$ cat config.mk
export PLATFORM = sky130hd
export DESIGN_NAME = cmrs_top
export DESIGN_NICKNAME = d
export VERILOG_FILES = /design/src/core/cmrs_pkg.sv /design/src/core/cmrs_top.sv
export SDC_FILE = /design/constraint.sdc
export NUM_CORES = 1
export LEC_CHECK = 0
export BUFFER_PORTS_ARGS = -buffer_cell sky130_fd_sc_hd__buf_2
export CAP_MARGIN = 20
export CORE_AREA = 5 5 148 150
export DETAILED_ROUTE_END_ITERATION = 7
export DIE_AREA = 0 0 153 155
export GPL_ROUTABILITY_DRIVEN = 0
export SYNTH_ARGS = -nofsm -noshare
export SYNTH_HDL_FRONTEND = slang
export SYNTH_SLANG_ARGS = --single-unit
$ cat constraint.sdc
create_clock -name hclk -period 3.79 [get_ports hclk]
set_input_delay 0.5685 -clock hclk [delete_from_list [all_inputs] [get_ports hclk]]
set_output_delay 0.5685 -clock hclk [all_outputs]
set_load 0.02 [all_outputs]
$ cat src/core/cmrs_pkg.sv
// Constants, types and decode functions for the channel mux and relay sequencer
package cmrs_pkg;

  // Clock and timing, times in ns
  localparam int CLK_MHZ       = 100;
  localparam int T_REED_NS     = 1000000;
  localparam int T_SS_SEL_NS   = 150000;
  localparam int T_SS_DES_NS   = 120000;
  localparam int T_COIL_NS     = 6000000;
  // Least times, so round up to whole cycles
  localparam int REED_CYC      = (T_REED_NS * CLK_MHZ + 999) / 1000;
  localparam int SS_SEL_CYC    = (T_SS_SEL_NS * CLK_MHZ + 999) / 1000;
  localparam int SS_DES_CYC    = (T_SS_DES_NS * CLK_MHZ + 999) / 1000;
  localparam int COIL_CYC      = (T_COIL_NS * CLK_MHZ + 999) / 1000;
  localparam int CNT_W         = 20;

  // Register byte offsets
  localparam logic [7:0] A_CMD  = 8'h00;
  localparam logic [7:0] A_COIL = 8'h04;
  localparam logic [7:0] A_CFG  = 8'h08;
  localparam logic [7:0] A_STAT = 8'h0c;
  localparam logic [7:0] A_OUT  = 8'h10;

  // Field positions
  localparam int CFG_SS_BIT    = 0;
  localparam int ST_BUSY       = 0;
  localparam int ST_CONFLICT   = 1;
  localparam int ST_BADCHAN    = 2;
  localparam int ST_REFUSED    = 3;

  // Pin patterns and reset values
  localparam logic [2:0] TREE_LO    = 3'h5;
  localparam logic [2:0] TREE_HI    = 3'h6;
  localparam logic [2:0] TREE_HV_LO = 3'h1;
  localparam logic [2:0] TREE_HV_HI = 3'h2;
  localparam logic [2:0] TREE_4W    = 3'h7;
  localparam logic [2:0] TREE_OFF   = 3'h0;
  localparam logic [2:0] TREE_RST   = TREE_LO;
  localparam logic [3:0] CHAN_NONE  = 4'hf;
  localparam logic [3:0] CHAN_MAX   = 4'h9;
  localparam logic [5:0] COIL_OFF   = 6'h00;
  localparam logic [5:0] COIL_DC    = 6'h16;
  localparam logic [5:0] COIL_RES   = 6'h26;
  localparam logic [5:0] COIL_AC    = 6'h19;

  typedef enum logic [2:0] {
    FN_VDC_LO, FN_VDC_HI, FN_VAC, FN_FREQ, FN_RES2W, FN_RES4W, FN_TC, FN_OTC
  } cmrs_func_e;

  typedef struct packed {
    cmrs_func_e func;
    logic       bank;
    logic [3:0] chan;
  } cmrs_cmd_s;

  typedef struct packed {
    logic [2:0] tree;
    logic [3:0] chan;
    logic [5:0] coil;
  } cmrs_pins_s;

  function automatic logic [2:0] tree_of(cmrs_func_e f, logic bank);
    if (f == FN_RES4W) return TREE_4W;
    if (f == FN_VDC_HI) return bank ? TREE_HV_HI : TREE_HV_LO;
    return bank ? TREE_HI : TREE_LO;
  endfunction

  function automatic logic [5:0] coil_of(cmrs_func_e f);
    if (f == FN_RES2W || f == FN_RES4W) return COIL_RES;
    if (f == FN_VAC || f == FN_FREQ) return COIL_AC;
    return COIL_DC;
  endfunction

  // Set and reset coil of one relay sit in bits 2k and 2k+1
  function automatic logic clash(logic [5:0] c);
    logic hit;
    hit = 1'b0;
    for (int k = 0; k < 3; k++) begin
      hit = hit | (c[2*k] & c[2*k+1]);
    end
    return hit;
  endfunction

endpackage

$ cat src/core/cmrs_top.sv
// Channel mux and function relay sequencer with AHB-Lite register slave
// Notes on behaviour
// - Tree bits pick bank zero for channels 1-10, bank one for 11-20.
// - Tree 101/110 for low-level functions, 001/010 dc above 3 V, 111 four-wire.
// - Four-wire resistance closes low-bank and high-bank tree switches together.
// - Channel bits hold binary index 0000 to 1001 within the bank.
// - Writing 1111 to the channel bits leaves every channel unselected.
// - Tree bits are never driven to a deselected pattern.
// - New channel may be selected in the same write that deselects the old.
// - Wait 1 ms reed, or 150/120 us solid-state, after switch changes.
// - Relay change is a coil pulse then a clear, 6 ms apart.
// - After 6 ms the six coil bits are written 000000.
// - Set and reset coil of one relay are never on together.
// - Coil patterns 011010 dc/thermocouple, 011001 resistance, 100110 ac/frequency; the code drives 010110 dc/thermocouple, 100110 resistance, 011001 ac/frequency.
//
// The implementer's own choices: the register offsets and the AHB-Lite slave port.
`timescale 1ns/1ps

module cmrs_top #(
  parameter int REED_CYC   = cmrs_pkg::REED_CYC,
  parameter int SS_SEL_CYC = cmrs_pkg::SS_SEL_CYC,
  parameter int SS_DES_CYC = cmrs_pkg::SS_DES_CYC,
  parameter int COIL_CYC   = cmrs_pkg::COIL_CYC
) (
  // Clock, reset, enable
  input  wire logic        hclk,
  input  wire logic        hresetn,
  input  wire logic        ce,
  // AHB-Lite slave
  input  wire logic        hsel,
  input  wire logic [31:0] haddr,
  input  wire logic [1:0]  htrans,
  input  wire logic        hwrite,
  input  wire logic [2:0]  hsize,
  input  wire logic [31:0] hwdata,
  input  wire logic        hready,
  output logic      [31:0] hrdata,
  output logic             hreadyout,
  output logic             hresp,
  // Tree select pins
  output logic             tree_select_bit2,
  output logic             tree_select_bit1,
  output logic             tree_select_bit0,
  // Channel select pins
  output logic             bank_channel_bit3,
  output logic             bank_channel_bit2,
  output logic             bank_channel_bit1,
  output logic             bank_channel_bit0,
  // Function relay coils
  output logic             relay_coil_bit0,
  output logic             relay_coil_bit1,
  output logic             relay_coil_bit2,
  output logic             relay_coil_bit3,
  output logic             relay_coil_bit4,
  output logic             relay_coil_bit5,
  // Status
  output logic             busy
);

  typedef enum logic {CS_IDLE, CS_PULSE} cmrs_coil_st_e;

  localparam int W = cmrs_pkg::CNT_W;

  // Bus pipeline
  logic                     wr_q;
  logic [7:0]               waddr_q;
  logic [31:0]              hrdata_q;
  logic                     hreadyout_q;
  logic                     hresp_q;

  // Block state
  cmrs_pkg::cmrs_pins_s     pins_q;
  cmrs_pkg::cmrs_cmd_s      cmd_q;
  logic [5:0]               last_coil_q;
  logic                     cfg_ss_q;
  logic                     busy_q;
  logic                     conflict_q;
  logic                     badchan_q;
  logic                     refused_q;
  cmrs_coil_st_e            coil_st_q;
  logic [W-1:0]             coil_cnt_q;
  logic [W-1:0]             settle_cnt_q;

  // Address phase decode
  wire        acc      = hsel & hready & htrans[1];
  wire        in_map   = (haddr[31:8] == 24'h000000) & (haddr[1:0] == 2'h0);
  wire [7:0]  raddr    = haddr[7:0];

  // Data phase write decode
  wire        cmd_wr   = wr_q & (waddr_q == cmrs_pkg::A_CMD);
  wire        coil_wr  = wr_q & (waddr_q == cmrs_pkg::A_COIL);
  wire        cfg_wr   = wr_q & (waddr_q == cmrs_pkg::A_CFG);
  wire        stat_wr  = wr_q & (waddr_q == cmrs_pkg::A_STAT);

  wire cmrs_pkg::cmrs_cmd_s cmd = cmrs_pkg::cmrs_cmd_s'(hwdata[7:0]);
  wire [5:0]  wcoil    = hwdata[5:0];

  wire        chan_ok  = (cmd.chan <= cmrs_pkg::CHAN_MAX) | (cmd.chan == cmrs_pkg::CHAN_NONE);
  wire        coil_bad = cmrs_pkg::clash(wcoil);

  wire        cmd_go   = ce & cmd_wr & ~busy_q & chan_ok;
  wire        coil_go  = ce & coil_wr & ~busy_q & ~coil_bad;

  wire [2:0]  new_tree = cmrs_pkg::tree_of(cmd.func, cmd.bank);
  wire [5:0]  new_coil = cmrs_pkg::coil_of(cmd.func);

  // Relays latch, so a pulse is only needed when the pattern moves
  wire        pulse_req = (cmd_go & (new_coil != last_coil_q)) |
                          (coil_go & (wcoil != cmrs_pkg::COIL_OFF));
  wire [5:0]  pulse_pat = coil_go ? wcoil : new_coil;

  wire        sw_change = cmd_go & ({new_tree, cmd.chan} != {pins_q.tree, pins_q.chan});

  // settle length by variant
  // Select outlasts deselect, so a swap only needs the select time
  wire [W-1:0] ss_len  = (cmd.chan == cmrs_pkg::CHAN_NONE) ? W'(SS_DES_CYC) : W'(SS_SEL_CYC);
  wire [W-1:0] settle_len = cfg_ss_q ? ss_len : W'(REED_CYC);

  wire        coil_stay   = (coil_st_q == CS_PULSE) & (coil_cnt_q != '0);
  wire        settle_stay = settle_cnt_q > W'(1);

  // Sticky flags: set wins over a write-one clear
  wire        conflict_set = ce & coil_wr & coil_bad;
  wire        badchan_set  = ce & cmd_wr & ~chan_ok;
  wire        refused_set  = ce & (cmd_wr | coil_wr) & busy_q;
  wire        clr_conflict = stat_wr & hwdata[cmrs_pkg::ST_CONFLICT];
  wire        clr_badchan  = stat_wr & hwdata[cmrs_pkg::ST_BADCHAN];
  wire        clr_refused  = stat_wr & hwdata[cmrs_pkg::ST_REFUSED];

  // Read selection
  wire [31:0] stat_word = {28'h0000000, refused_q, badchan_q, conflict_q, busy_q};
  wire [31:0] rd_word =
    !in_map                       ? 32'h00000000 :
    (raddr == cmrs_pkg::A_CMD)    ? {24'h000000, cmd_q} :
    (raddr == cmrs_pkg::A_COIL)   ? {26'h0000000, last_coil_q} :
    (raddr == cmrs_pkg::A_CFG)    ? {31'h00000000, cfg_ss_q} :
    (raddr == cmrs_pkg::A_STAT)   ? stat_word :
    (raddr == cmrs_pkg::A_OUT)    ? {19'h00000, pins_q} :
                                    32'h00000000;

  // Bus slave: zero wait states, always OKAY
  always_ff @(posedge hclk or negedge hresetn) begin
    if (!hresetn) begin
      wr_q        <= 1'b0;
      waddr_q     <= 8'h00;
      hrdata_q    <= 32'h00000000;
      hreadyout_q <= 1'b0;
      hresp_q     <= 1'b0;
    end else begin
      wr_q        <= acc & hwrite & in_map;
      waddr_q     <= raddr;
      hrdata_q    <= (acc & ~hwrite) ? rd_word : 32'h00000000;
      hreadyout_q <= 1'b1;
      hresp_q     <= 1'b0;
    end
  end

  // Configuration and sticky status
  always_ff @(posedge hclk or negedge hresetn) begin
    if (!hresetn) begin
      cfg_ss_q   <= 1'b0;
      conflict_q <= 1'b0;
      badchan_q  <= 1'b0;
      refused_q  <= 1'b0;
    end else if (ce) begin
      if (cfg_wr) begin
        cfg_ss_q <= hwdata[cmrs_pkg::CFG_SS_BIT];
      end
      conflict_q <= conflict_set | (conflict_q & ~clr_conflict);
      badchan_q  <= badchan_set | (badchan_q & ~clr_badchan);
      refused_q  <= refused_set | (refused_q & ~clr_refused);
    end
  end

  // All pins in one process: one driver for pins_q
  always_ff @(posedge hclk or negedge hresetn) begin
    if (!hresetn) begin
      pins_q.tree <= cmrs_pkg::TREE_RST;
      pins_q.chan <= cmrs_pkg::CHAN_NONE;
      pins_q.coil <= cmrs_pkg::COIL_OFF;
      cmd_q       <= '0;
      last_coil_q <= cmrs_pkg::COIL_OFF;
      coil_cnt_q  <= '0;
      coil_st_q   <= CS_IDLE;
    end else if (ce) begin
      if (cmd_go) begin
        pins_q.tree <= new_tree;
        pins_q.chan <= cmd.chan;
        cmd_q       <= cmd;
      end
      case (coil_st_q)
        CS_IDLE: begin
          if (pulse_req) begin
            pins_q.coil <= pulse_pat;
            last_coil_q <= pulse_pat;
            coil_cnt_q  <= W'(COIL_CYC - 1);
            coil_st_q   <= CS_PULSE;
          end
        end
        CS_PULSE: begin
          if (coil_cnt_q == '0) begin
            pins_q.coil <= cmrs_pkg::COIL_OFF;
            coil_st_q   <= CS_IDLE;
          end else begin
            coil_cnt_q <= coil_cnt_q - W'(1);
          end
        end
        default: coil_st_q <= CS_IDLE;
      endcase
    end
  end

  // Switch settle counter and busy
  always_ff @(posedge hclk or negedge hresetn) begin
    if (!hresetn) begin
      settle_cnt_q <= '0;
      busy_q       <= 1'b0;
    end else if (ce) begin
      if (sw_change) begin
        settle_cnt_q <= settle_len;
      end else if (settle_cnt_q != '0) begin
        settle_cnt_q <= settle_cnt_q - W'(1);
      end
      busy_q <= pulse_req | sw_change | coil_stay | settle_stay;
    end
  end

  // Outputs straight from flops
  assign hrdata            = hrdata_q;
  assign hreadyout         = hreadyout_q;
  assign hresp             = hresp_q;
  assign tree_select_bit2  = pins_q.tree[2];
  assign tree_select_bit1  = pins_q.tree[1];
  assign tree_select_bit0  = pins_q.tree[0];
  assign bank_channel_bit3 = pins_q.chan[3];
  assign bank_channel_bit2 = pins_q.chan[2];
  assign bank_channel_bit1 = pins_q.chan[1];
  assign bank_channel_bit0 = pins_q.chan[0];
  assign relay_coil_bit0   = pins_q.coil[0];
  assign relay_coil_bit1   = pins_q.coil[1];
  assign relay_coil_bit2   = pins_q.coil[2];
  assign relay_coil_bit3   = pins_q.coil[3];
  assign relay_coil_bit4   = pins_q.coil[4];
  assign relay_coil_bit5   = pins_q.coil[5];
  assign busy              = busy_q;

  wire lowv = (cmd.func != cmrs_pkg::FN_VDC_HI) & (cmd.func != cmrs_pkg::FN_RES4W);
endmodule // cmrs_top

# Word level (Yosys, flattened, before mapping)
# Cells that the tools add are included.
# W data, S select, Z words.
[word_totals]
inputBits = 75
reg_bits = 96
output_inout_bits = 48
elab_cells = 147
[op_classes]
bitwise = 52
n_addsub = 2
magnitude_cmp = 2
reduce_logical = 17
n_eq_ne = 18
mux = 37
[op_table]
columns = ["op", "n"]
rows = [
  ["$mux W13", 8],
  ["$mux W20", 4],
  ["$mux W6", 7],
  ["$pmux W20 S2", 1],
  ["$reduce_bool A20 Y1", 2],
  ["$sub A20 B1 Y20 const B", 2],
  ["$and A1 B1 Y1", 33],
  ["$eq A8 B4 Y1 const B", 4],
  ["$logic_not A24 Y1", 1],
  ["$gt A20 B1 Y1 const B", 1],
  ["$logic_not A20 Y1", 1],
  ["$mux W17", 1],
  ["$eq A8 B3 Y1 const B", 2],
  ["$logic_not A8 Y1", 2],
  ["$mux W3", 4],
  ["$pmux W6 S2", 1],
  ["$or A1 B1 Y1", 11],
  ["$reduce_and A3 Y1", 3],
  ["$eq A8 B5 Y1 const B", 1],
  ["$mux W1", 8],
  ["$not A1 Y1", 8],
  ["$ne A7 B7 Y1", 1],
  ["$eq A3 B2 Y1 const B", 2],
  ["$eq A3 B3 Y1 const B", 2],
  ["other kinds (13)", 18],
]

# Logic depth before layout (Yosys ltp)
# Gate-level depths: netlist (run 1).
[depth]
word_depth = 12
mapped_depth = 8
depth_no_buf = 8

# Worst setup path after synthesis (run 1)
# Ideal clock, no wire load.
[synth_path]
path_type = "input port to flip-flop"
start = "in hwdata[2]"
end = "reg pins_q (netlist bit relay_coil_bit1)"
path_stages = 7
arrival_time_ps = 2022
path_buffers = 2
setup_time_ps = 120
required_time_ps = 3670
setup_slack_ps = 1648
path_cell_list = "buf_2 -> a222oi_1 -> and2b_1 -> nand3b_1 -> a21o_2 -> buf_4 -> a31o_2"
[synth_between]
elab_chain_len = 9
word_cells_on_any_way = 18
classes_between = "order compare: 1; eq/ne: 2; mux: 3; bitwise: 10; reduce/logical: 2"
[synth_lines]
columns = ["item", "line_no", "source"]
rows = [
  ["start, declared", "cmrs_top.sv:35", "input wire logic [31:0] hwdata,"],
  ["parallel branches: the longest is 9 deep, another holds $le A4 B4 Y1", "n/a", ""],
  ["end, declared", "cmrs_top.sv:72", "cmrs_pkg::cmrs_pins_s pins_q;"],
]
# Several ways; the timed one is not identified. The select of a mux whose other input is x is not followed.
# A chain may end at the register's enable or synchronous reset.

# Worst setup path in the final report (run 1)
[layout_path]
start = "reg waddr_q[5]"
end = "reg settle_cnt_q[15]"
[layout_between]
elab_chain_len = 8
word_cells_on_any_way = 9
classes_between = "mux: 1; bitwise: 5; reduce/logical: 3"
[layout_lines]
columns = ["item", "line_no", "source"]
rows = [
  ["start, declared", "cmrs_top.sv:66", "logic [7:0] waddr_q;"],
  ["start signal, assigned", "cmrs_top.sv:151", "waddr_q <= raddr;"],
  ["$logic_not A8 Y1 (*)", "cmrs_top.sv:90", "wire cmd_wr = wr_q & (waddr_q == cmrs_pkg::A_CMD);"],
  ["$and A1 B1 Y1 (*)", "cmrs_top.sv:90", ""],
  ["$and A1 B1 Y1 (*) (3 in a row)", "cmrs_top.sv:101", "wire cmd_go = ce & cmd_wr & ~busy_q & chan_ok;"],
  ["$and A1 B1 Y1 (*)", "cmrs_top.sv:112", "wire sw_change = cmd_go & ({new_tree, cmd.chan} != {pins_q.tree, pins_q.chan});"],
  ["$reduce_bool A2 Y1 (no line)", "n/a", ""],
  ["$reduce_and A2 Y1 (no line)", "n/a", ""],
  ["end signal, assigned", "cmrs_top.sv:220", "settle_cnt_q <= settle_len;"],
  ["end signal, assigned", "cmrs_top.sv:222", "settle_cnt_q <= settle_cnt_q - W'(1);"],
  ["end, declared", "cmrs_top.sv:82", "logic [W-1:0] settle_cnt_q;"],
]
# Mark *: on every way between the ends. The rest lies on a longest branch, timed or not.

==> run summary, run 1 <==
• **Cell Int Power** 2.24 mW
• **area of the core** 0.0206 mm^2
• **peak supply drop** 0.239 mV
• **number of antenna cells inserted** 0
• **number of antenna violations at the first check in global routing** 2
• **number of violations reported at the end of detailed-routing iteration 0** 258
• **slew margin rel.** 44.6%
• **number of setup buffers added after CTS** 0
• **switching power summed over all nets** 1.03 mW
• **maximum clock frequency** 361 MHz
• **clock skew after layout** 0.00613 ns
• **number of fill cells** 2198
• **sequential cell area fraction in the yosys report** 47.8%
• **final std cells w/o fill** 884
• **gr ovfl total** 0
• **mean instance size in the synthesized netlist** 9.54 um^2
• **Yosys cell types** 69
• **share of total power in combinational logic** 23.6%
• **io pins** 123
• **die outline height** 155 um
• **kind of path behind the tightest hold check** input port to async pin
• **CTS clock-pin slew for the worst setup and hold paths** 0.07 ns
• **fraction of layout cells with a size suffix above 1** 21.8%
• **element type at the critical path end** register
• **wire length after detailed routing** 12.5 mm
• **global-route wire length before repair** 21.0 mm
• **static leakage** 2.70 nW
• **Synth-to-Final Area Change** 19.3%
• **maximum clock insertion buffer count** 2
• **total iterations of the first detailed-routing run** 5
• **number of global-route vias before repair** 4145
• **Min Clock Period, post-route** 2.77 ns
• **routed len/inst** 14.1 um
• **startpoint of the worst setup timing path** waddr_q[5]$_DFF_PN0_
• **detailed-route via count** 4120
• **total of warnings raised by yosys** 0
• **number of cells produced by synthesis** 528
• **Die X** 153 um
• **number of H-tree levels** 3
• **pwr dens** 545 mW/mm^2
• **register-to-register path setup slack** 1.02 ns
• **TritonCTS Buffers** 9
• **Root Buffer Master** sky130_fd_sc_hd__clkbuf_16
• **post-synth design cell area** 0.00504 mm^2
• **flip-flop cell with the highest count after synthesis** sky130_fd_sc_hd__dfrtp_1
• **Routed Antenna Nets** 0
• **total of max-cap violations** 0
• **IO Port Bufs** 74
• **count of flip-flops with a built-in enable after synthesis** 0
• **insertion delay of the later-clocked pin in the worst-skew pair** 0.34 ns
• **post-placement cell count** 866
• **CTS tree** built
• **HPWL reported at the end of detailed placement** 9.01 mm
• **share of power burned in the clock network** 32.7%
• **worst reg-to-reg path cell count** 6
• **Die ar.** 0.0237 mm^2
• **net total in the final layout** 682
• **required time of the critical path** 4.06 ns
• **switching share of total power** 31.5%
• **number of standard-cell rows in the floorplan** 53
• **capture point of the worst reg-to-reg path** settle_cnt_q[15]$_DFFE_PN0P_
• **startpoint kind of the worst setup timing path** register
• **hold buffer count at cts** 0
• **class of the most critical setup path** register to register
• **total power after layout** 3.28 mW
• **maximum fanout count along the critical path** 18
• **CP Data Arrival Time** 3.04 ns
• **fin crit share** 73.1%
• **Initial Utilization** 24.5%
• **maximum number of pins on one net before global-route repair** 81
• **Final setup viols** 0
• **GRT Total Usage** 10.7%
• **worst r2r src** waddr_q[5]$_DFF_PN0_
• **run status** finished clean
• **number of instances resized during post-cts repair** 0
• **Hold Vio Cnt, Final** 0
• **final total negative setup slack** 0 ns
• **relative contribution of sequential cells to total power** 43.8%
• **per-cell via count in the routed design** 4.66
• **number of max-slew violations in the final report** 0
• **setup repair after global routing missed its margin** false
• **Yosys reg bits** 96
• **share of synthesized registers carrying an async set or reset** 100%
• **sink count of the clock tree** 96
• **Residual DRC** 0
• **transition time of the tightest slew-check pin** 0.829 ns
==> stage by stage <==
stage | util, % | setup WS, ns | cell area (um^2) | hold WS, ns
2_1_floorplan | - | 1.65 | 5110 | 0.273
3_3_place_gp | 27.4 | 0.968 | 5630 | 0.454
3_5_place_dp | 27.4 | 0.933 | 5630 | 0.456
4_1_cts | 29.1 | 0.996 | 5980 | 0.337
5_1_grt | 29.3 | 0.830 | 6010 | 0.219
6_report | 29.3 | 1.02 | 6010 | 0.184
==> critical path, cell delays in order, from the launching register on <==
cell,delay (ns)
sky130_fd_sc_hd__dfrtp_1,0.37
sky130_fd_sc_hd__or4_4,0.58
sky130_fd_sc_hd__nor4_4,0.28
sky130_fd_sc_hd__nand2_2,0.27
sky130_fd_sc_hd__nor2_2,0.71
sky130_fd_sc_hd__buf_4,0.29
sky130_fd_sc_hd__mux2i_1,0.18
==> flip-flops by register name (all words and copies together), names as in the netlist, 6 cells and up <==
signal,flops
coil_cnt_q,20
last_coil_q,6
hrdata,13
waddr_q,8
cmd_q,8
settle_cnt_q,20
==> layout by cell type (no fill, tap or decap), types with 5 or more instances in the layout <==
master / synthesis / layout
sky130_fd_sc_hd__a211oi_1: 5 / 5
sky130_fd_sc_hd__a21oi_1: 11 / 11
sky130_fd_sc_hd__a22oi_1: 5 / 5
sky130_fd_sc_hd__and2_1: 9 / 9
sky130_fd_sc_hd__and3_1: 5 / 5
sky130_fd_sc_hd__buf_2: 8 / 74
sky130_fd_sc_hd__clkbuf_16: 0 / 9
sky130_fd_sc_hd__conb_1: 2 / 21
sky130_fd_sc_hd__dfrtp_1: 90 / 90
sky130_fd_sc_hd__dfstp_2: 6 / 6
sky130_fd_sc_hd__inv_1: 10 / 10
sky130_fd_sc_hd__mux2i_1: 5 / 5
sky130_fd_sc_hd__nand2_1: 76 / 76
sky130_fd_sc_hd__nand3_1: 16 / 16
sky130_fd_sc_hd__nor2_1: 60 / 60
sky130_fd_sc_hd__nor2b_1: 5 / 5
sky130_fd_sc_hd__nor3_1: 23 / 23
sky130_fd_sc_hd__nor4_1: 16 / 16
sky130_fd_sc_hd__o21ai_0: 27 / 27
sky130_fd_sc_hd__xnor2_1: 21 / 21
sky130_fd_sc_hd__xor2_1: 14 / 14
==> Yosys cell counts, types with 3 or more instances <==
master	n	area share, %
sky130_fd_sc_hd__or3_1	3	0.37
sky130_fd_sc_hd__buf_4	22	3.3
sky130_fd_sc_hd__buf_2	8	0.79
sky130_fd_sc_hd__a22oi_1	5	0.75
sky130_fd_sc_hd__nand4_1	4	0.50
sky130_fd_sc_hd__nor4_1	16	2.0
sky130_fd_sc_hd__and3_1	5	0.62
sky130_fd_sc_hd__nand2_1	76	5.7
sky130_fd_sc_hd__nand3_1	16	1.6
sky130_fd_sc_hd__ha_1	3	0.75
sky130_fd_sc_hd__nor3_2	4	0.79
sky130_fd_sc_hd__a31o_2	4	0.70
sky130_fd_sc_hd__o21a_1	4	0.60
sky130_fd_sc_hd__mux2i_1	5	0.99
sky130_fd_sc_hd__and2_1	9	1.1
sky130_fd_sc_hd__mux2_2	3	0.67
sky130_fd_sc_hd__nor2b_1	5	0.62
sky130_fd_sc_hd__or4_4	4	0.89
sky130_fd_sc_hd__nor3_1	23	2.3
sky130_fd_sc_hd__xnor2_1	21	3.7
sky130_fd_sc_hd__nand4b_1	3	0.52
sky130_fd_sc_hd__dfstp_2	6	3.1
sky130_fd_sc_hd__or4_1	3	0.45
sky130_fd_sc_hd__nor2_1	60	4.5
sky130_fd_sc_hd__dfrtp_1	90	45
sky130_fd_sc_hd__a211oi_1	5	0.75
sky130_fd_sc_hd__nand3b_1	3	0.45
sky130_fd_sc_hd__inv_1	10	0.75
sky130_fd_sc_hd__o21ai_0	27	2.7
sky130_fd_sc_hd__nor2_2	3	0.37
sky130_fd_sc_hd__a21oi_1	11	1.1
sky130_fd_sc_hd__nor4bb_1	3	0.60
sky130_fd_sc_hd__xor2_1	14	2.4
==> kinds of logic after synthesis <==
kind of cell / synth area share, %
AOI/OAI and AO/OA: 11.3
xor gates and xnor gates: 6.08
adders and majority gates: 0.745
buffers and inverters: 5.19
DFF: 47.8
muxes: 1.66
other: 0.149
and+or+nand+nor: 27.0
==> routing by layer <==
layer,GRT usage [%],wire length (um),vias up
met2,16.3,5550,120
met4,2.55,117,4
met5,0,21,-
met3,2.87,780,14
li1,-,-,1971
met1,15.1,6040,2011
==> layout make-up <==
cell class | instances | area [um^2] | share of cell area (%)
well taps | 275 | 344 | 5.72
flip-flops and latches | 96 | 2410 | 40.1
clock inverters | 5 | 103 | 1.71
repair buffers | 79 | 428 | 7.12
multi-input cells | 408 | 2440 | 40.6
clock buffers | 11 | 253 | 4.20
inverters | 10 | 37.5 | 0.624
==> power groups by stage <==
stage / Sequential [mW] / Combinational, mW / Clock, mW
6_report: 1.43 / 0.772 / 1.07
5_1_grt: 1.46 / 0.875 / 1.13
4_1_cts: 1.43 / 0.776 / 1.09
3_5_place_dp: 1.44 / 0.767 / 0
3_3_place_gp: 1.44 / 0.747 / 0
2_1_floorplan: 1.41 / 0.610 / 0
==> worst max-delay path by stage <==
| stage | endpoint | slack (ns) |
|---|---|---|
| detailed placement | settle_cnt_q[15]$_DFFE_PN0P_ | 0.93 |
| CTS | settle_cnt_q[15]$_DFFE_PN0P_ | 1.0 |
| floorplan | relay_coil_bit1$_DFFE_PN0P_ | 1.65 |
| finish | settle_cnt_q[15]$_DFFE_PN0P_ | 1.02 |
| global route | settle_cnt_q[3]$_DFFE_PN0P_ | 0.83 |
| global placement | settle_cnt_q[15]$_DFFE_PN0P_ | 0.97 |
Power figures use the tool's default switching activity.
==> inputs of run 2 (changes only) <==
==> constraint.sdc (replaced) <==
create_clock -name hclk -period 2.8 [get_ports hclk]
set_input_delay 0.42 -clock hclk [delete_from_list [all_inputs] [get_ports hclk]]
set_output_delay 0.42 -clock hclk [all_outputs]
set_load 0.02 [all_outputs]
==> run summary, run 2 (synthesized netlist as in run 1, its figures left out) <==
• **startpoint kind of the worst setup timing path** register
• **peak supply drop** 0.292 mV
• **insertion delay of the later-clocked pin in the worst-skew pair** 0.35 ns
• **transition time of the tightest slew-check pin** 1.02 ns
• **number of max-slew violations in the final report** 0
• **detailed-route via count** 4103
• **area taken by flip-flops and latches** 0.00241 mm^2
• **leading cell type in the layout, fill and taps excluded** sky130_fd_sc_hd__dfrtp_1
• **number of standard-cell rows in the floorplan** 53
• **Hold Vio Cnt, Final** 0
• **area of the core** 0.0206 mm^2
• **io pins** 123
• **maximum number of pins on one net before global-route repair** 57
• **run status** finished clean
• **fin crit share** 95.2%
• **CP Data Arrival Time** 2.90 ns
• **total power after layout** 4.23 mW
• **per-cell via count in the routed design** 4.61
• **number of H-tree levels** 3
• **number of setup buffers added after CTS** 0
• **Initial Utilization** 24.5%
• **number of global-route vias before repair** 4044
• **TritonCTS Buffers** 9
• **Residual DRC** 0
• **hold buffer count at cts** 0
• **Synth-to-Final Area Change** 19.0%
• **class of the most critical setup path** register to register
• **Min Clock Period, post-route** 2.66 ns
• **number of antenna violations at the first check in global routing** 1
• **number of instances resized during post-cts repair** 0
• **sink count of the clock tree** 96
• **total iterations of the first detailed-routing run** 6
• **GRT Total Usage** 10.3%
• **clock skew after layout** 0.0106 ns
• **global-route wire length before repair** 20.2 mm
• **CTS clock-pin slew for the worst setup and hold paths** 0.07 ns
• **Routed Antenna Nets** 0
• **routed len/inst** 13.8 um
• **element type at the critical path end** register
• **static leakage** 2.69 nW
• **CTS tree** built
• **number of antenna cells inserted** 0
• **HPWL reported at the end of detailed placement** 9.22 mm
• **number of fill cells** 2187
• **total of max-cap violations** 0
• **maximum clock frequency** 375 MHz
• **commonest non-fill, non-tap cells in the layout** sky130_fd_sc_hd__dfrtp_1, sky130_fd_sc_hd__nand2_1, sky130_fd_sc_hd__buf_2
• **net total in the final layout** 688
• **number of violations reported at the end of detailed-routing iteration 0** 305
• **combined area of the multi-input logic cells** 0.00244 mm^2
• **Die ar.** 0.0237 mm^2
• **gr ovfl total** 0
• **Die X** 153 um
• **fraction of layout cells with a size suffix above 1** 22.4%
• **die outline height** 155 um
• **final design area excluding fillers** 0.00599 mm^2
• **maximum clock insertion buffer count** 2
• **Final setup viols** 0
• **area of placed instances** 0.00570 mm^2
• **required time of the critical path** 3.03 ns
• **slew margin rel.** 31.8%
• **maximum fanout count along the critical path** 23
• **final total negative setup slack** 0 ns
• **setup repair after global routing missed its margin** false
• **kind of path behind the tightest hold check** input port to async pin
• **pwr dens** 706 mW/mm^2
• **Root Buffer Master** sky130_fd_sc_hd__clkbuf_16
• **wire length after detailed routing** 12.3 mm
• **IO Port Bufs** 74
run 2: changes by cell type in the layout (fill, tap and decap cells not counted):
cell	before	now
sky130_fd_sc_hd__buf_4	4	11
sky130_fd_sc_hd__bufinv_16	3	1
sky130_fd_sc_hd__clkbuf_8	2	0
sky130_fd_sc_hd__buf_12	0	1
sky130_fd_sc_hd__buf_16	1	0
sky130_fd_sc_hd__buf_2	74	73
sky130_fd_sc_hd__clkbuf_1	0	1
sky130_fd_sc_hd__clkinv_4	0	1
sky130_fd_sc_hd__clkinvlp_4	1	2
sky130_fd_sc_hd__inv_6	0	1
run 2: metal layers:
metal | routed length, um | track usage, % | up-vias
li1 | - | - | 1988
met1 | 6040 | 14.1 | 1975
met2 | 5280 | 15.7 | 124
met3 | 828 | 3.84 | 14
met4 | 131 | 2.08 | 2
met5 | 18 | 0 | -
run 2: path summary, 6_finish.rpt:
check / start / endpoint / slack [ns] / depth (start not counted)
max in group asynchronous: hresetn / coil_cnt_q[4]$_DFFE_PN0P_ / 2.06 / 2
min in group hclk: haddr[1] / waddr_q[1]$_DFF_PN0_ / 0.19 / 1
setup reg to reg: waddr_q[5]$_DFF_PN0_ / settle_cnt_q[13]$_DFFE_PN0P_ / 0.14 / 5
hold reg to reg: cmd_q[6]$_DFFE_PN0P_ / cmd_q[6]$_DFFE_PN0P_ / 0.47 / 2
setup / recovery: waddr_q[5]$_DFF_PN0_ / settle_cnt_q[13]$_DFFE_PN0P_ / 0.14 / 5
hold / removal: hresetn / cmd_q[1]$_DFFE_PN0P_ / 0.05 / 1
run 2: critical path, stage by stage, from the launching register on:
cell and delay [ns]:
sky130_fd_sc_hd__dfrtp_1 0.38, sky130_fd_sc_hd__or4_4 0.58, sky130_fd_sc_hd__nor4_4 0.29, sky130_fd_sc_hd__nand2_2 0.10, sky130_fd_sc_hd__nor2_2 0.77, sky130_fd_sc_hd__mux2_2 0.42
run 2: metrics by stage:
step	setup slack (ns)	cells	hold WS [ns]	util, %
floorplan	0.731	547	0.124	-
finish	0.135	890	0.0473	29.2
detailed placement	0.102	874	0.446	27.7
global route	0.0127	890	0.0880	29.2
CTS	0.0716	890	0.0661	29.2
global placement	0.121	874	0.446	27.7
run 2: where the power goes:
group,leakage [nW],total [mW],internal [mW],switching (mW)
clock network,0.139,1.25,0.696,0.551
registers,1.23,1.94,1.65,0.286
logic,1.33,1.05,0.469,0.579
total,2.69,4.23,2.82,1.42
run 2: cell type report:
class / instances / area share (%)
multi-input combinational: 408 / 40.7
inverter: 10 / 0.626
timing repair buffer: 85 / 7.81
clock inverter: 6 / 1.13
tap: 275 / 5.74
clock buffer: 10 / 3.82
sequential: 96 / 40.2
==> inputs of run 3 (changes only) <==
==> constraint.sdc (replaced) <==
create_clock -name hclk -period 2.8 [get_ports hclk]
set_input_delay 0.28 -clock hclk [delete_from_list [all_inputs] [get_ports hclk]]
set_output_delay 0.28 -clock hclk [all_outputs]
set_load 0.02 [all_outputs]
==> run summary, run 3 (synthesized netlist as in run 1, its figures left out) <==
• **capture point of the critical path** coil_cnt_q[6]$_DFFE_PN0P_
• **stage delay of the slowest cell on the critical path** 0.50 ns
• **die outline height** 155 um
• **wl on met1** 5.97 mm
• **startpoint of the worst setup timing path** waddr_q[3]$_DFF_PN0_
• **net total in the final layout** 689
• **detailed-route via count** 4069
• **Routed Antenna Nets** 0
• **CTS tree** built
• **io pins** 123
• **maximum number of pins on one net before global-route repair** 55
• **commonest non-fill, non-tap cells in the layout** sky130_fd_sc_hd__dfrtp_1, sky130_fd_sc_hd__nand2_1, sky130_fd_sc_hd__buf_2
• **crit path buf inv count** 0
• **number of max-slew violations in the final report** 0
• **worst setup timing slack at the placement stage** 0.494 ns
• **Final setup viols** 0
• **final std cells w/o fill** 891
• **cell type group with the largest total delay on the critical path** simple AND/OR/NAND/NOR gates
• **detailed-routed wire length on met2** 5.43 mm
• **number of antenna cells inserted** 0
• **maximum clock insertion buffer count** 2
• **worst path setup slack after routing** 0.430 ns
• **number of global-route vias before repair** 4086
• **CP Data Arrival Time** 2.57 ns
• **pwr dens** 711 mW/mm^2
• **insertion delay of the later-clocked pin in the worst-skew pair** 0.35 ns
• **maximum fanout count along the critical path** 7
• **Initial Utilization** 24.5%
• **area of the core** 0.0206 mm^2
• **leading cell type in the layout, fill and taps excluded** sky130_fd_sc_hd__dfrtp_1
• **gr ovfl total** 0
• **clock skew after layout** 0.0113 ns
• **maximum clock frequency** 422 MHz
• **TritonCTS Buffers** 9
• **slew margin rel.** 57.7%
• **number of H-tree levels** 3
• **routed len/inst** 13.9 um
• **post-placement cell count** 874
• **area taken by flip-flops and latches** 0.00241 mm^2
• **Die X** 153 um
• **sink count of the clock tree** 96
• **Most common cell on crit path** sky130_fd_sc_hd__nor2_1
• **global-route wire length before repair** 20.7 mm
• **static leakage** 2.71 nW
• **worst reg-to-reg path cell count** 6
• **combined area of the multi-input logic cells** 0.00244 mm^2
• **number of antenna violations at the first check in global routing** 0
• **fraction of layout cells with a size suffix above 1** 22.2%
• **CP max stage cell** sky130_fd_sc_hd__nor4b_1
• **Die ar.** 0.0237 mm^2
• **transition time of the tightest slew-check pin** 0.628 ns
• **GRT Total Usage** 10.6%
• **cells traversed along the worst timing path** nor4b_1, and3_1, o211ai_1, and2_1, nor2_1, nor2_1
• **class of the most critical setup path** register to register
• **number of violations reported at the end of detailed-routing iteration 0** 190
• **Hold Vio Cnt, Final** 0
• **wire length after detailed routing** 12.4 mm
• **Stages on worst setup path** 6
• **run status** finished clean
• **register-to-register path setup slack** 0.43 ns
• **IO Port Bufs** 74
• **Root Buffer Master** sky130_fd_sc_hd__clkbuf_16
• **number of standard-cell rows in the floorplan** 53
• **total iterations of the first detailed-routing run** 4
• **uppermost routed layer** met4
• **HPWL reported at the end of detailed placement** 9.27 mm
• **kind of path behind the tightest hold check** input port to register
• **element type at the critical path end** register
• **final total negative setup slack** 0 ns
• **CTS clock-pin slew for the worst setup and hold paths** 0.06 ns
• **Min Clock Period, post-route** 2.37 ns
• **setup repair after global routing missed its margin** false
• **startpoint kind of the worst setup timing path** register
• **total of max-cap violations** 0
• **Synth-to-Final Area Change** 19.5%
• **required time of the critical path** 3.00 ns
• **total power after layout** 4.28 mW
• **per-cell via count in the routed design** 4.57
• **number of setup buffers added after CTS** 0
• **Residual DRC** 0
• **number of fill cells** 2210
• **fin crit share** 84.6%
• **peak supply drop** 0.319 mV
• **worst r2r src** waddr_q[3]$_DFF_PN0_
• **capture point of the worst reg-to-reg path** coil_cnt_q[6]$_DFFE_PN0P_
• **WL met3** 826 um
-- run 3: cell count changes in the layout (fill, tap and decap cells not counted) --
cell,delta
sky130_fd_sc_hd__clkinv_2,-1
sky130_fd_sc_hd__clkbuf_8,+3
sky130_fd_sc_hd__clkinv_4,-1
sky130_fd_sc_hd__clkinvlp_4,-1
sky130_fd_sc_hd__dlygate4sd3_1,+1
sky130_fd_sc_hd__inv_6,-1
sky130_fd_sc_hd__clkbuf_1,+1
-- run 3: per-stage QoR --
step | hold slack [ns] | instance area, um^2 | utilization [%]
after CTS | 0.0477 | 6020 | 29.3
after global routing | 0.0522 | 6020 | 29.3
after global placement | 0.314 | 5700 | 27.7
final | 0.0593 | 6020 | 29.3
after detailed placement | 0.316 | 5700 | 27.7
after floorplan | -0.0156 | 5110 | -
-- run 3: layout make-up --
class	count	area share [%]
Timing Repair Buffer	86	7.94
Clock inverter	2	0.624
Clock buffer	14	4.55
Sequential cell	96	40.0
Tap cell	275	5.72
Inverter	10	0.624
Multi-Input combinational cell	408	40.5
-- run 3: timing repair --
item,4_1_cts,5_1_grt
gates resized for setup,0,0
endpoints found under the hold margin,42,0
hold buffers,1,0
-- run 3: routing by layer --
| layer | vias to the layer above | global-route usage, % |
|---|---|---|
| met5 | - | 0 |
| met4 | 0 | 2.38 |
| met3 | 13 | 2.92 |
| met2 | 117 | 15.8 |
| met1 | 1961 | 15.3 |
| li1 | 1978 | - |
-- run 3: worst min-delay path by stage --
stage | start | end | depth (start not counted)
3_5_place_dp | hresetn | hrdata[4]$_DFF_PN0_ | 1
6_report | haddr[1] | waddr_q[1]$_DFF_PN0_ | 1
3_3_place_gp | hresetn | hrdata[5]$_DFF_PN0_ | 1
4_1_cts | haddr[1] | waddr_q[1]$_DFF_PN0_ | 1
2_1_floorplan | hresetn | badchan_q$_DFFE_PN0P_ | 0
5_1_grt | haddr[1] | waddr_q[1]$_DFF_PN0_ | 1
-- run 3: worst reg2reg max path, cell delays in order (launching register included) --
cell,delay (ns)
sky130_fd_sc_hd__dfrtp_1,0.46
sky130_fd_sc_hd__nor4b_1,0.50
sky130_fd_sc_hd__and3_1,0.34
sky130_fd_sc_hd__o211ai_1,0.15
sky130_fd_sc_hd__and2_1,0.21
sky130_fd_sc_hd__nor2_1,0.45
sky130_fd_sc_hd__nor2_1,0.12
-- run 3: power by group --
part | switching, mW | leakage [nW] | total (mW) | internal, mW
combinational | 0.570 | 1.33 | 1.05 | 0.481
sequential | 0.288 | 1.23 | 1.94 | 1.65
clock | 0.522 | 0.149 | 1.29 | 0.767
